**config.mk**
```make
export PLATFORM = sky130hd
export DESIGN_NAME = gpt_timer
export DESIGN_NICKNAME = d
export VERILOG_FILES = /design/src/gpt_pkg.sv /design/src/gpt_timer.sv
export SDC_FILE = /design/constraint.sdc
export NUM_CORES = 1
export LEC_CHECK = 0
export ABC_AREA = 1
export BUFFER_PORTS_ARGS = -buffer_cell sky130_fd_sc_hd__buf_4
export CELL_PAD_IN_SITES_DETAIL_PLACEMENT = 1
export CELL_PAD_IN_SITES_GLOBAL_PLACEMENT = 1
export CORE_MARGIN = 4
export CORE_UTILIZATION = 39
export CTS_BUF_LIST = sky130_fd_sc_hd__clkbuf_4
export DETAILED_ROUTE_END_ITERATION = 8
export PLACE_DENSITY = 0.91
export SLEW_MARGIN = 30
export SYNTH_ARGS = -nofsm -noshare
export SYNTH_HDL_FRONTEND = slang
export SYNTH_SLANG_ARGS = --single-unit
```
**constraint.sdc**
```tcl
create_clock -name i_clk -period 2.3 [get_ports i_clk]
set_input_delay 0.115 -clock i_clk [delete_from_list [all_inputs] [get_ports i_clk]]
set_output_delay 0.115 -clock i_clk [all_outputs]
set_load 0.01 [all_outputs]
```
**src/gpt_pkg.sv**
```systemverilog
// Purpose: Constants and types shared by the general-purpose timer counter.
// Assumes: Registers sit in a 16-bit wide memory-mapped configuration region.
// Notes:   Offsets are byte addresses within that region.
package gpt_pkg;

	// ==========================================================
	// Register map
	localparam logic [11:0] GPT_OFS_CNT   = 12'hC7C;
	localparam logic [11:0] GPT_OFS_LIM_A = 12'hC7E;
	localparam logic [11:0] GPT_OFS_LIM_B = 12'hC80;
	localparam logic [11:0] GPT_OFS_CTL   = 12'hC7A;

	// ==========================================================
	// Control register field positions
	localparam int GPT_CTL_ENB  = 15;
	localparam int GPT_CTL_PENB = 14;
	localparam int GPT_CTL_MAX  = 5;
	localparam int GPT_CTL_PSC  = 3;
	localparam int GPT_CTL_EXT  = 2;
	localparam int GPT_CTL_ALT  = 1;
	localparam int GPT_CTL_CONT = 0;

	// ==========================================================
	// Reset values and timing
	localparam logic [15:0] GPT_RST_CNT   = 16'h0000;
	localparam logic [15:0] GPT_RST_LIM   = 16'h0000;
	localparam logic [15:0] GPT_ALL_ONES  = 16'hFFFF;
	localparam logic [1:0]  GPT_DIV_LAST  = 2'h3;

	typedef struct packed {
		logic en;
		logic ext;
		logic psc;
		logic alt;
		logic cont;
	} gpt_ctl_type;

	typedef enum logic [0:0] {
		GPT_PH_A = 1'b0,
		GPT_PH_B = 1'b1
	} gpt_phase_type;

endpackage : gpt_pkg

```
**src/gpt_timer.sv**
```systemverilog
// Purpose: 16-bit timer counter with single and alternate compare modes.
// Assumes: One 100 MHz clock, synchronous active-low reset, 16-bit register port.
// Notes:   Output pin is driven always; no interrupt logic here.
// Function
// - Single compare: count to limit A, return to zero, ignore limit B.
// - Single compare: output high while counting, low one cycle after maximum.
// - Alternate compare: count to A, zero, count to B, zero.
// - Alternate plus continuous gives repeating square wave set by both limits.
// - Stopped external clock freezes output and status; resume on new edges.
// - Noncontinuous: clear count, halt, clear enable at sequence end.
// - Continuous: reset count at A or B, keep counting.
// - One-shot alternate: A, reset, B, then clear count, enable, halt.
// - Internal source increments every fourth clock.
// - Prescale source increments on each companion timer maximum.
// - External source increments on input rising edge, at most quarter clock.
// - Count readable any time; hardware resets it at maximum.
// - Count writable any time; counting continues from written value.
// - Each increment compares count with active limit.
// - Active limit zero means count to all ones.
// - Nonzero active limit is the maximum count.
// - Maximum flag set at either limit; software clears by writing zero.
// - Limit B is a 16-bit second maximum for alternate mode.
module gpt_timer
	import gpt_pkg::*;
(
	input  wire logic        i_clk,
	input  wire logic        i_resetn,
	input  wire logic [11:0] i_addr,
	input  wire logic        i_wr,
	input  wire logic        i_rd,
	input  wire logic [15:0] i_wdata,
	output logic      [15:0] o_rdata,
	input  wire logic        i_prescale_tick,
	input  wire logic        i_timer_input_pin,
	output logic             o_timer_output_pin
);

	// ==========================================================
	// Registers
	logic [15:0]   count_r;
	logic [15:0]   lim_a_r;
	logic [15:0]   lim_b_r;
	gpt_ctl_type   ctl_r;
	logic          max_flag_r;
	gpt_phase_type phase_r;
	logic          pulse_r;
	logic [1:0]    div_r;
	logic [2:0]    pin_sync_r;
	logic [15:0]   rdata_r;

	// ==========================================================
	// Decode
	wire logic wr_cnt = i_wr && (i_addr == GPT_OFS_CNT);
	wire logic wr_la  = i_wr && (i_addr == GPT_OFS_LIM_A);
	wire logic wr_lb  = i_wr && (i_addr == GPT_OFS_LIM_B);
	wire logic wr_ctl = i_wr && (i_addr == GPT_OFS_CTL);

	// ==========================================================
	// Clock source selection
	wire logic div_tick = (div_r == GPT_DIV_LAST);
	// Two sync stages first; edge detect reads only stages two and three
	wire logic ext_rise = pin_sync_r[1] & ~pin_sync_r[2];
	wire logic src_tick = ctl_r.ext ? ext_rise
	                    : (ctl_r.psc ? i_prescale_tick : div_tick);
	wire logic inc      = ctl_r.en && src_tick;

	// ==========================================================
	// Compare
	wire logic [15:0] act_lim = (ctl_r.alt && phase_r == GPT_PH_B) ? lim_b_r : lim_a_r;
	wire logic [15:0] max_val = (act_lim == GPT_RST_LIM) ? GPT_ALL_ONES : act_lim;
	wire logic [15:0] cnt_inc = count_r + 16'h0001;
	wire logic        hit     = inc && (cnt_inc == max_val);
	wire logic        seq_end = hit && (!ctl_r.alt || phase_r == GPT_PH_B);
	wire logic        halt    = seq_end && !ctl_r.cont;

	wire logic [15:0] ctl_view = {ctl_r.en, 9'h000, max_flag_r, 1'b0,
	                              ctl_r.psc, ctl_r.ext, ctl_r.alt, ctl_r.cont};
	wire logic [15:0] rd_mux = (i_addr == GPT_OFS_CNT)   ? count_r
	                         : (i_addr == GPT_OFS_LIM_A) ? lim_a_r
	                         : (i_addr == GPT_OFS_LIM_B) ? lim_b_r
	                         : (i_addr == GPT_OFS_CTL)   ? ctl_view
	                         : 16'h0000;

	// ==========================================================
	// Sequential
	always_ff @(posedge i_clk) begin
		if (!i_resetn) begin
			pin_sync_r <= 3'h0;
			div_r      <= 2'h0;
		end else begin
			pin_sync_r <= {pin_sync_r[1:0], i_timer_input_pin};
			div_r      <= ctl_r.en ? div_r + 2'h1 : div_r;
		end
	end

	always_ff @(posedge i_clk) begin
		if (!i_resetn) begin
			count_r <= GPT_RST_CNT;
			phase_r <= GPT_PH_A;
		end else if (wr_cnt) begin
			count_r <= i_wdata;
		end else if (hit) begin
			count_r <= GPT_RST_CNT;
			phase_r <= (ctl_r.alt && phase_r == GPT_PH_A) ? GPT_PH_B : GPT_PH_A;
		end else if (inc) begin
			count_r <= cnt_inc;
		end
	end

	always_ff @(posedge i_clk) begin
		if (!i_resetn) begin
			lim_a_r <= GPT_RST_LIM;
			lim_b_r <= GPT_RST_LIM;
		end else begin
			if (wr_la) lim_a_r <= i_wdata;
			if (wr_lb) lim_b_r <= i_wdata;
		end
	end

	always_ff @(posedge i_clk) begin
		if (!i_resetn) begin
			ctl_r      <= '0;
			max_flag_r <= 1'b0;
		end else begin
			if (wr_ctl) begin
				ctl_r.ext  <= i_wdata[GPT_CTL_EXT];
				ctl_r.psc  <= i_wdata[GPT_CTL_PSC];
				ctl_r.alt  <= i_wdata[GPT_CTL_ALT];
				ctl_r.cont <= i_wdata[GPT_CTL_CONT];
			end
			// Hardware end of sequence beats a software enable write
			if (halt)
				ctl_r.en <= 1'b0;
			else if (wr_ctl && i_wdata[GPT_CTL_PENB])
				ctl_r.en <= i_wdata[GPT_CTL_ENB];
			// Set wins over a software clear in the same cycle
			if (hit)
				max_flag_r <= 1'b1;
			else if (wr_ctl && !i_wdata[GPT_CTL_MAX])
				max_flag_r <= 1'b0;
		end
	end

	always_ff @(posedge i_clk) begin
		if (!i_resetn) begin
			pulse_r            <= 1'b0;
			o_timer_output_pin <= 1'b1;
			rdata_r            <= 16'h0000;
		end else begin
			pulse_r <= hit && !ctl_r.alt;
			if (ctl_r.alt)
				o_timer_output_pin <= (phase_r == GPT_PH_A) ^ hit;
			else
				o_timer_output_pin <= !(hit);
			if (i_rd) rdata_r <= rd_mux;
		end
	end

	assign o_rdata = rdata_r;
endmodule : gpt_timer

```
# --- Word-level counts from Yosys, hierarchy flattened ---
# Cells that the tools add are included.
# Widths: inputs -> output; s select.
totals:
  ff_bits: 77
  elab_cells: 65
classes:
  n_addsub: 2
  n_eq_ne: 6
  muxes: 15
  bitwise: 6
  reduce_logical: 22
op_table:
  columns: ["op", "count"]
  rows:
  - ["$mux 16", 9]
  - ["$eq 12x12->1 const B", 4]
  - ["$add 16x1->16 const B", 1]
  - ["$eq 16x16->1", 1]
  - ["$logic_not 16->1", 1]
  - ["$logic_and 1x1->1", 12]
  - ["$mux 1", 6]
  - ["$logic_not 1->1", 4]
  - ["$not 1->1", 4]
  - ["$reduce_bool 3->1", 1]
  - ["$add 2x1->2 const B", 1]
  - ["$eq 2x2->1 const B", 1]
  - ["$reduce_and 2->1", 1]
  - ["$reduce_bool 2->1", 1]
  - ["$reduce_or 2->1", 1]
  - ["$and 1x1->1", 1]
  - ["$logic_or 1x1->1", 1]
  - ["$xor 1x1->1", 1]

# --- Longest topological paths before layout ---
# Gate-level depths: netlist of run 1.
logic_depth:
  ltp_word: 9
  depth_mapped: 20
  ltp_nobuf: 17

# --- Worst setup path before layout of run 1 ---
# OpenSTA, ideal clock, no wires.
synth_path:
  path_kind: "reg2reg"
  startpoint: "register phase_r"
  endpoint: "register o_timer_output_pin"
  arrival_time_ns: 1.998
  required_time_ns: 2.182
  path_slack_ns: 0.184
  stages_incl_launch_ff: 20
  path_buffers: 4
  period_less_slack_ns: 2.116
  cell_sequence: "dfxtp_1 -> buf_6 -> nand2_8 -> buf_6 -> nand2_1 -> nand2_1 -> nor2_1 -> nand2_1 -> nor2_1 -> nand2_2 -> buf_6 -> nand3_1 -> nand2_1 -> nor2_1 -> nand2_1 -> nor2_2 -> nand3_2 -> buf_6 -> a21oi_2 -> o21ai_1"
synth_between:
  elab_chain_len: 8
  word_cells_on_any_way: 10
  cone_classes: "eq/ne: 1; mux: 3; bitwise: 2; reduce/logical: 4"
synth_rtl:
  columns: ["item", "line", "text"]
  rows:
  - ["from (decl)", "gpt_timer.sv:45", "gpt_phase_type phase_r;"]
  - ["from (signal assigned)", "gpt_timer.sv:104", "phase_r <= (ctl_r.alt && phase_r == GPT_PH_A) ? GPT_PH_B : GPT_PH_A;"]
  - ["$logic_and 1x1->1", "gpt_timer.sv:69", "wire logic [15:0] act_lim = (ctl_r.alt && phase_r == GPT_PH_B) ? lim_b_r : lim_a_r;"]
  - ["$mux 16", "gpt_timer.sv:69", null]
  - ["$logic_not 16->1", "gpt_timer.sv:70", "wire logic [15:0] max_val = (act_lim == GPT_RST_LIM) ? GPT_ALL_ONES : act_lim;"]
  - ["$mux 16", "gpt_timer.sv:70", null]
  - ["$eq 16x16->1", "gpt_timer.sv:72", "wire logic hit = inc && (cnt_inc == max_val);"]
  - ["$logic_and 1x1->1", "gpt_timer.sv:72", null]
  - ["$xor 1x1->1 / $logic_not 1->1 (equally long branches)", "gpt_timer.sv:152, gpt_timer.sv:154", null]
  - ["$mux 1 *", "gpt_timer.sv:151", "if (ctl_r.alt)"]
  - ["to (signal assigned)", "gpt_timer.sv:152", "o_timer_output_pin <= (phase_r == GPT_PH_A) ^ hit;"]
  - ["to (signal assigned)", "gpt_timer.sv:154", "o_timer_output_pin <= !(hit);"]
  - ["to (decl)", "gpt_timer.sv:35", "output logic o_timer_output_pin"]
# Every way passes the cells marked *; elsewhere a longest branch is shown, timed or not.
# A chain may end at the register's enable or synchronous reset.

# --- Worst setup path in the final report of run 1 ---
layout_path:
  startpoint: "register phase_r"
  endpoint: "register count_r[11]"
layout_between:
  elab_chain_len: 8
  word_cells_on_any_way: 9
  cone_classes: "eq/ne: 1; mux: 4; reduce/logical: 4"
layout_rtl:
  columns: ["item", "line", "text"]
  rows:
  - ["$logic_and 1x1->1 *", "gpt_timer.sv:69", null]
  - ["$mux 16 *", "gpt_timer.sv:69", null]
  - ["$logic_not 16->1", "gpt_timer.sv:70", null]
  - ["$mux 16 *", "gpt_timer.sv:70", null]
  - ["$eq 16x16->1 *", "gpt_timer.sv:72", null]
  - ["$logic_and 1x1->1 *", "gpt_timer.sv:72", null]
  - ["$mux 16", "gpt_timer.sv:102", "end else if (hit) begin"]
  - ["$mux 16", "gpt_timer.sv:100", "end else if (wr_cnt) begin"]
  - ["to (signal assigned)", "gpt_timer.sv:101", "count_r <= i_wdata;"]
  - ["to (signal assigned)", "gpt_timer.sv:106", "count_r <= cnt_inc;"]
  - ["to (decl)", "gpt_timer.sv:40", "logic [15:0] count_r;"]
# Marks and branches as above.

==> impl_metrics.py, run 1 <==
metrics = {
    "status": {
        "status": "finished with violations",
        "violations": "negative setup slack",
    },
    "grt": {
        "grt_max_degree": 51,
        "grt_usage": 0.3004,
        "grt-ovfl-total": 0,
        "grt_pass1_vias": 5875,
        "antenna_found_initial": 0,
        "grt_pass1_wl_um": 31550,
    },
    "drt": {
        "route.met2.wl_um": 10290,
        "via_per_inst": 5.935,
        "wl_met1_um": 8380,
        "routed.top_layer": "met4",
        "drc": 0,
        "wl_per_cell_um": 21.99,
        "drtIter0Drc": 585,
        "drtAntennaViolNets": 0,
        "wl_um": 21260,
        "vias": 5739,
        "wl_met3_um": 1708,
        "dr.pass1.iters": 5,
    },
    "pwr": {
        "combPwrFrac": 0.062,
        "clkPwrFrac": 0.380,
        "switchingPower_w": 0.0006611,
        "seqPwrFrac": 0.558,
        "switching_share": 0.2763,
        "internal_power_w": 0.001731,
        "p_leak_nw": 2.495,
        "p_per_area_mw_per_mm2": 401.5,
        "ir_worst_vdd_mv": 0.3537,
    },
    "sta": {
        "tightestPinTransition_ns": 1.021,
        "hold_viol_final": 0,
        "fin_skew_ns": 0.04011,
        "slew_headroom": 0.3191,
        "final.period_utilization": 1.131,
        "clock.fmax_mhz": 384.3,
        "rsz0062_at_grt": "yes",
        "slew_violations": 0,
        "fin_ws_ns": -0.3024,
        "period_needed_ns": 2.602,
        "hold_slack_ns": 0.01370,
        "setup_viol_count_final": 20,
    },
    "worst_hold_path": {
        "hp-class": "in -> reg",
        "holdCritStartpoint": "i_wdata[7]",
        "hold_depth": 3,
    },
    "cts": {
        "cts.sinks": 77,
        "cts_tree": "built",
        "cts_made_buffers": 9,
        "root_buffer": "clkbuf_4",
        "clock_latency_ns": 0.48,
        "htreeDepth": 3,
        "clockBufferDepth": 2,
        "clk_pin_slew_ns": 0.16,
    },
    "die": {
        "die_w_um": 116.2,
        "die_h_um": 116.2,
        "core_area_mm2": 0.01142,
        "num_rows": 39,
        "ios": 51,
        "dieArea_mm2": 0.01350,
        "start_util": 0.3998,
    },
    "synthesis": {
        "synth_top_area_frac": 0.3376,
        "yosys_warnings": 0,
        "synth_ff_type": "dfxtp_1",
        "netlist_instances": 721,
        "async_flop_share": 0,
        "yosys-top-cells-area": "dfxtp_1 (34%), nand2_1 (14%), inv_1 (9.7%), nand3_1 (6.8%), a21oi_1 (6.2%)",
        "synthTopCellsByCount": "nand2_1 (172), inv_1 (118), dfxtp_1 (77)",
        "synth_edf_count": 0,
        "yosysMostFrequentCell": "nand2_1",
        "ys_types": 35,
        "synth-seq-cells": 77,
        "synth.largest_area_cell": "dfxtp_1",
        "syn_nets": 757,
        "syn_avg_cell_area_um2": 6.332,
        "synth_area_mm2": 0.004566,
        "ys_seq_area_frac": 0.3376,
    },
    "finish": {
        "layout.nets": 855,
        "finalNonFillerCells": 967,
        "syn_to_final_growth_pct": 30.53,
        "antenna_cells": 0,
        "drive_above_1_share": 0.2294,
        "fill_cells": 1530,
    },
    "worst_setup_path": {
        "path_depth": 17,
        "crit_path_end_kind": "flip-flop",
        "crit_path_start_kind": "flip-flop",
        "cpPeakStageDelay_ns": 0.40,
        "critical_path_buf_inv_count": 3,
        "crit_arrival_ns": 2.93,
        "crit_type": "reg -> reg",
        "crit_family": "simple AND/OR/NAND/NOR gates",
        "reg2reg_from": "phase_r",
        "crit_top_cell": "nand3_1",
        "rrSetupSlack_ns": -0.30,
        "cp-startpoint": "phase_r",
        "required_ns": 2.63,
        "worstPathCellList": "buf_4, nand3_1, nand2_1, nor2_1, nand2_2, nor2_4, nand2_4, clkbuf_16, nand3_1, nand2_1, nor2_2, nand2_2, nor2_4, nand3_4, buf_8, nand3_1, a21oi_1",
        "critPathMaxFanout": 11,
        "critPathSlowestCell": "dfxtp_4",
        "reg2reg_depth": 17,
    },
    "job": {
        "cap_violations": 0,
    },
    "placed_design": {
        "portBuffers": 50,
        "gp_congestion": 0.9295,
        "place_hpwl_um": 13320,
        "dp_cells": 933,
    },
}
## stage by stage
stage               cell area, um2  worst slack, ns  TNS, ns  utilization  total power [W]
detailed placement            5341          -0.2539   -4.170       0.4678         0.001487
floorplan                     4566           0.1838        0            -         0.001416
global placement              5341          -0.1051   -1.789       0.4678         0.001482
CTS                           5728         -0.07050  -0.8441       0.5016         0.002349
global route                  5959          -0.4060   -7.663       0.5219         0.002441
finish                        5959          -0.3024   -5.575       0.5219         0.002393
## layout make-up
cell class / instances / area (um2) / area share
inverter: 119 / 446.7 / 0.07495
clock inverter: 7 / 72.57 / 0.01218
clock buffer: 9 / 67.56 / 0.01134
sequential: 77 / 1551 / 0.2603
tap: 143 / 178.9 / 0.03002
timing repair buffer: 119 / 991.0 / 0.1663
multi-input combinational: 493 / 2651 / 0.4449
## cell usage in the layout, fill, tap and decap left out, types with 12 or more instances in the layout
| cell | instances |
|---|---|
| nand2_1 | 157 |
| inv_1 | 117 |
| buf_4 | 97 |
| dfxtp_1 | 73 |
| nor2_1 | 53 |
| a21oi_1 | 52 |
| nand3_1 | 49 |
| o21ai_0 | 37 |
| nand2_2 | 19 |
| a211oi_1 | 16 |
| o22ai_1 | 15 |
| dlygate4sd3_1 | 14 |
| nand3_2 | 12 |
## kinds of logic (layout without fill, tap and decap cells)
logic type | Yosys count | in the layout | synth area share
AO/OA/AOI/OAI | 146 | 146 | 0.1850
XOR/XNOR | 11 | 11 | 0.02110
adder cells (fa/ha/maj) | 2 | 2 | 0.005480
buffers and inverters | 151 | 254 | 0.1373
flip-flops | 77 | 77 | 0.3376
AND/OR/NAND/NOR | 334 | 334 | 0.3135
## sequential cells by signal, indices dropped and copies added (netlist names), 2 cells and up
| signal | count |
|---|---|
| count_r | 16 |
| ctl_r | 5 |
| div_r | 2 |
| lim_a_r | 16 |
| lim_b_r | 16 |
| o_rdata | 16 |
| pin_sync_r | 3 |
## tightest hold or removal path, cell delays in order
cell and delay, ns:
buf_4 0.08, inv_1 0.08, a21oi_1 0.16
## power by group through the flow
| stage | registers, W | logic (W) | clock network, W |
|---|---|---|---|
| after floorplan | 0.00137 | 0.0000501 | 0 |
| after global placement | 0.00137 | 0.000116 | 0 |
| after detailed placement | 0.00137 | 0.000120 | 0 |
| after CTS | 0.00133 | 0.000141 | 0.000874 |
| after global routing | 0.00134 | 0.000158 | 0.000947 |
| final | 0.00134 | 0.000149 | 0.000909 |
## metal layers
layer,track usage,vias to the layer above
met4,0.1214,0
met2,0.5152,352
met3,0.04922,83
li1,-,2532
met1,0.3759,2772
met5,0,-
## what timing repair did
action	4_1_cts	5_1_grt
gates cloned	0	3
hold buffers	14	0
hold endpoints to repair	24	0
resized for setup	29	51
pin swaps	6	19
buffers inserted	0	1
setup endpoints to repair	20	20
## final timing paths
check                  endpoint
hold / removal       lim_b_r[7]
setup reg to reg    count_r[11]
hold reg to reg   pin_sync_r[1]
setup / recovery    count_r[11]
Power figures use the tool's default switching activity.
==> run 2: changes to the inputs <==
HOLD_SLACK_MARGIN = 0.12   (was unset)
==> impl_metrics.py, run 2 (synthesized netlist as in run 1, its figures left out) <==
metrics = {
    "placed_design": {
        "portBuffers": 50,
        "place_hpwl_um": 13320,
        "dp_cells": 933,
        "gp_congestion": 0.9295,
    },
    "grt": {
        "antenna_found_initial": 1,
        "grt_usage": 0.3153,
        "grt_pass1_wl_um": 32860,
        "grt_pass1_vias": 6115,
        "grt-ovfl-total": 0,
        "grt_max_degree": 51,
    },
    "die": {
        "core_area_mm2": 0.01142,
        "die_h_um": 116.2,
        "num_rows": 39,
        "ios": 51,
        "start_util": 0.3998,
        "die_w_um": 116.2,
        "dieArea_mm2": 0.01350,
    },
    "finish": {
        "layout.nets": 872,
        "fill_cells": 1495,
        "mostFrequentLayoutCell": "nand2_1",
        "finalNonFillerCells": 985,
        "final_cell_mix": "nand2_1 (157), inv_1 (118), buf_4 (100)",
        "syn_to_final_growth_pct": 36.23,
        "final_core_util": 0.5447,
        "drive_above_1_share": 0.2438,
    },
    "sta": {
        "final.period_utilization": 1.199,
        "period_needed_ns": 2.759,
        "hold_slack_ns": 0.2503,
        "clock.fmax_mhz": 362.5,
        "fin_skew_ns": 0.03178,
        "slew_violations": 0,
        "slew_headroom": 0.2519,
        "hold_viol_final": 0,
        "fin_ws_ns": -0.4585,
        "rsz0062_at_grt": "yes",
        "setup_viol_count_final": 20,
        "tightestPinTransition_ns": 1.121,
        "fin_tns_setup_ns": -7.927,
    },
    "status": {
        "status": "finished with violations",
        "violations": "design-rule violations, negative setup slack",
    },
    "worst_setup_path": {
        "crit_family": "simple AND/OR/NAND/NOR gates",
        "required_ns": 2.62,
        "crit_type": "reg -> reg",
        "crit_path_end_kind": "flip-flop",
        "critical_path_buf_inv_count": 3,
        "worstPathCellList": "buf_4, nand3_2, nand2_1, nor2_1, nand2_1, nor2_2, nand2_4, clkbuf_16, nand3_4, nand2_1, nor2_2, nand2_2, nor2_4, nand3_4, buf_4, nand3_1, a21oi_1",
        "critPathSlowestCell": "dfxtp_4",
        "cpPeakStageDelay_ns": 0.43,
        "crit_path_start_kind": "flip-flop",
        "crit_arrival_ns": 3.08,
        "critPathMaxFanout": 7,
        "crit_top_cell": "nand2_1",
    },
    "drt": {
        "wl_per_cell_um": 26.27,
        "drtIter0Drc": 858,
        "wl_um": 25880,
        "vias": 6283,
        "drtAntennaViolNets": 0,
        "via_per_inst": 6.379,
        "dr.pass1.iters": 7,
        "drc": 1,
    },
    "worst_hold_path": {
        "hp-class": "in -> reg",
    },
    "pwr": {
        "ir_worst_vdd_mv": 0.3584,
        "p_leak_nw": 2.598,
        "p_per_area_mw_per_mm2": 392.4,
    },
    "cts": {
        "htreeDepth": 3,
        "cts_tree": "built",
        "clockBufferDepth": 2,
        "cts.sinks": 77,
        "clock_latency_ns": 0.48,
        "clk_pin_slew_ns": 0.17,
        "cts_made_buffers": 9,
        "root_buffer": "clkbuf_4",
    },
    "job": {
        "cap_violations": 0,
    },
}
==> run 2: cell types whose count changed in the layout (fill, tap and decap cells not counted), sizes merged <==
cell,delta
buf,+2
clkbuf,+1
diode,+1
dlygate4sd3,+13
nand2,+1
==> run 2: stage by stage <==
step                      instance area, um2  setup WS [ns]  total power, W
after floorplan                         4566         0.1838        0.001416
after global placement                  5341        -0.1051        0.001482
after detailed placement                5341        -0.2539        0.001487
after CTS                               5858       -0.07050        0.002357
after global routing                    6220        -0.5134        0.002471
final                                   6220        -0.4585        0.002441
==> run 2: worst paths after layout <==
path	startpoint	to	slack, ns	depth (start not counted)
setup / recovery	phase_r	count_r[10]	-0.46	17
hold / removal	i_addr[1]	o_rdata[3]	0.25	5
setup reg to reg	phase_r	count_r[10]	-0.46	17
hold reg to reg	pin_sync_r[1]	pin_sync_r[2]	0.49	2
==> run 2: worst min-delay path: cells and delay by family <==
kind                   cells  cell delay [ns]
buffers and inverters      1             0.14
AO/OA/AOI/OAI              3             0.30
AND/OR/NAND/NOR            1             0.11
==> run 2: metal layers <==
| layer | track usage | wire length, um | vias to the layer above |
|---|---|---|---|
| met2 | 0.5428 | 12220 | 560 |
| li1 | - | - | 2568 |
| met4 | 0.1485 | 1902 | 0 |
| met5 | 0 | 0 | - |
| met1 | 0.3804 | 9176 | 2971 |
| met3 | 0.05803 | 2578 | 184 |
==> run 2: layout make-up <==
cell class	instances	area [um2]	area share
multi-input combinational	494	2729	0.4387
sequential	77	1550	0.2492
timing repair buffer	135	1172	0.1885
inverter	119	446.7	0.07182
tap	143	178.9	0.02877
clock inverter	7	72.57	0.01167
clock buffer	9	67.56	0.01086
antenna	1	2.502	0.0004023
==> run 2: power by group <==
group          internal, W  switching, W
clock network     0.000336      0.000601
logic            0.0000684     0.0000989
registers          0.00133    0.00000140
==> run 2: timing repair <==
| item | CTS | global route |
|---|---|---|
| buffers inserted | 0 | 3 |
| gates cloned | 0 | 5 |
| pin swaps | 6 | 11 |
| gates resized for setup | 29 | 65 |
| endpoints found under the setup margin | 20 | 20 |
| hold buffers | 27 | 0 |
| endpoints found under the hold margin | 64 | 0 |
==> run 3: changes to the inputs <==
CORE_UTILIZATION = 46   (was 39)
MAX_ROUTING_LAYER = met4   (was unset)
PLACE_DENSITY = 0.95   (was 0.91)
SLEW_MARGIN = unset   (was 30)
clock period = 3.2 ns   (was 2.3 ns; I/O delays follow)
==> impl_metrics.py, run 3 (synthesized netlist as in run 1, its figures left out) <==
metrics = {
    "drt": {
        "drc": 0,
        "drtAntennaViolNets": 0,
        "wl_um": 21480,
        "wl_per_cell_um": 23.25,
        "dr.pass1.iters": 5,
        "via_per_inst": 6.342,
        "drtIter0Drc": 813,
        "vias": 5860,
    },
    "sta": {
        "tightestPinTransition_ns": 0.9803,
        "slew_headroom": 0.3455,
        "setup_viol_count_final": 0,
        "period_needed_ns": 2.953,
        "rsz0062_at_grt": "no",
        "slew_violations": 0,
        "clock.fmax_mhz": 338.7,
        "fin_ws_ns": 0.2475,
        "fin_tns_setup_ns": 0,
        "final.period_utilization": 0.9227,
        "fin_skew_ns": 0.02209,
        "hold_viol_final": 0,
    },
    "grt": {
        "grt_max_degree": 51,
        "antenna_found_initial": 0,
        "grt-ovfl-total": 0,
        "grt_pass1_wl_um": 33890,
        "grt_pass1_vias": 6091,
        "grt_usage": 0.3898,
    },
    "worst_setup_path": {
        "reg2reg_from": "phase_r",
        "crit_type": "reg -> reg",
        "crit_arrival_ns": 3.27,
        "crit_path_end_kind": "flip-flop",
        "cp-startpoint": "phase_r",
        "critPathMaxFanout": 32,
        "required_ns": 3.52,
        "crit_path_start_kind": "flip-flop",
    },
    "finish": {
        "syn_to_final_growth_pct": 18.42,
        "drive_above_1_share": 0.1125,
        "antenna_cells": 0,
        "layout.nets": 822,
        "finalNonFillerCells": 924,
        "final_cell_mix": "nand2_1 (172), inv_1 (118), dfxtp_1 (75)",
        "final_core_util": 0.5557,
        "mostFrequentLayoutCell": "nand2_1",
    },
    "status": {
        "status": "completed",
    },
    "placed_design": {
        "gp_congestion": 1.018,
        "dp_cells": 879,
        "place_hpwl_um": 12210,
        "portBuffers": 50,
        "dp_slack_ns": 0.08688,
    },
    "die": {
        "die_h_um": 107.6,
        "core_area_mm2": 0.009729,
        "ios": 51,
        "start_util": 0.4693,
        "die_w_um": 107.6,
        "num_rows": 36,
        "dieArea_mm2": 0.01158,
    },
    "cts": {
        "cts_made_buffers": 9,
        "cts.sinks": 77,
        "clockBufferDepth": 2,
        "clock_latency_ns": 0.47,
        "root_buffer": "clkbuf_4",
        "post_cts_buffers": 0,
        "htreeDepth": 3,
        "cts_tree": "built",
        "clk_pin_slew_ns": 0.16,
    },
    "pwr": {
        "p_total_w": 0.001655,
        "p_leak_nw": 2.286,
        "p_per_area_mw_per_mm2": 306.1,
        "ir_worst_vdd_mv": 0.2177,
    },
    "worst_hold_path": {
        "hp-class": "in -> reg",
        "holdCritStartpoint": "i_addr[1]",
    },
    "job": {
        "cap_violations": 0,
    },
}
run 3: changes by cell type in the layout (fill, tap and decap cells not counted), moves of 3 or more:
cell	before	now
nor2_4	4	0
nand3_1	40	62
a21oi_2	11	1
nor2_2	11	2
a21oi_1	47	57
nand3_2	20	1
clkinv_2	0	3
buf_12	3	0
nand2_2	19	4
nand3_4	4	1
nor2_1	54	67
nand2_1	157	172
buf_4	100	57
run 3: timing repair:
action | in CTS | in global routing
resized for setup | 0 | 4
endpoints found under the setup margin | 0 | 19
hold buffers | 29 | 0
endpoints found under the hold margin | 53 | 0
run 3: where the power goes:
part           internal [W]  switching, W  total (W)
combinational     0.0000480     0.0000662   0.000114
clock              0.000167      0.000412   0.000580
sequential         0.000960   0.000000701   0.000961
total               0.00118      0.000479    0.00166
run 3: layout make-up:
class	count	area (um2)
Clock buffer	10	75.07
Clock inverter	6	40.04
Fill cell	1344	4323
Inverter	119	446.7
Multi-Input combinational cell	493	2416
Sequential cell	77	1544
Tap cell	133	166.4
Timing Repair Buffer	86	718.2
run 3: worst max-delay path: stages (launching register included):
cell and delay (ns):
dfxtp_2 0.49, nand2_8 0.15, nand2_1 0.13, nand2_1 0.10, nor2_1 0.19, nand2_1 0.09
nor2_1 0.20, nand2_4 0.24, nand3_1 0.19, nand2_1 0.07, nor2_1 0.11, nand2_1 0.07
nor2_2 0.19, nand3_4 0.28, nand3_1 0.18, a21oi_1 0.11
run 3: metrics by stage:
stage	instance area (um2)	hold WS (ns)
after floorplan	4566	0.2576
after CTS	5391	0.2493
final	5406	0.2847
after global routing	5406	0.2882
after global placement	4986	0.3401
after detailed placement	4986	0.3465
run 3: routing by layer:
layer | global-route usage | part of all wire | routed length (um)
met5 | - | 0 | 0
met4 | 0.1939 | 0.053 | 1148
met3 | 0.07079 | 0.10 | 2140
met2 | 0.6123 | 0.46 | 9907
met1 | 0.4820 | 0.39 | 8287
run 3: final timing paths:
| kind | depth (start not counted) | to | slack [ns] |
|---|---|---|---|
| max reg2reg | 15 | count_r[9] | 0.25 |
| min | 5 | o_rdata[15] | 0.28 |
| min reg2reg | 2 | pin_sync_r[1] | 0.44 |
| max | 15 | count_r[9] | 0.25 |
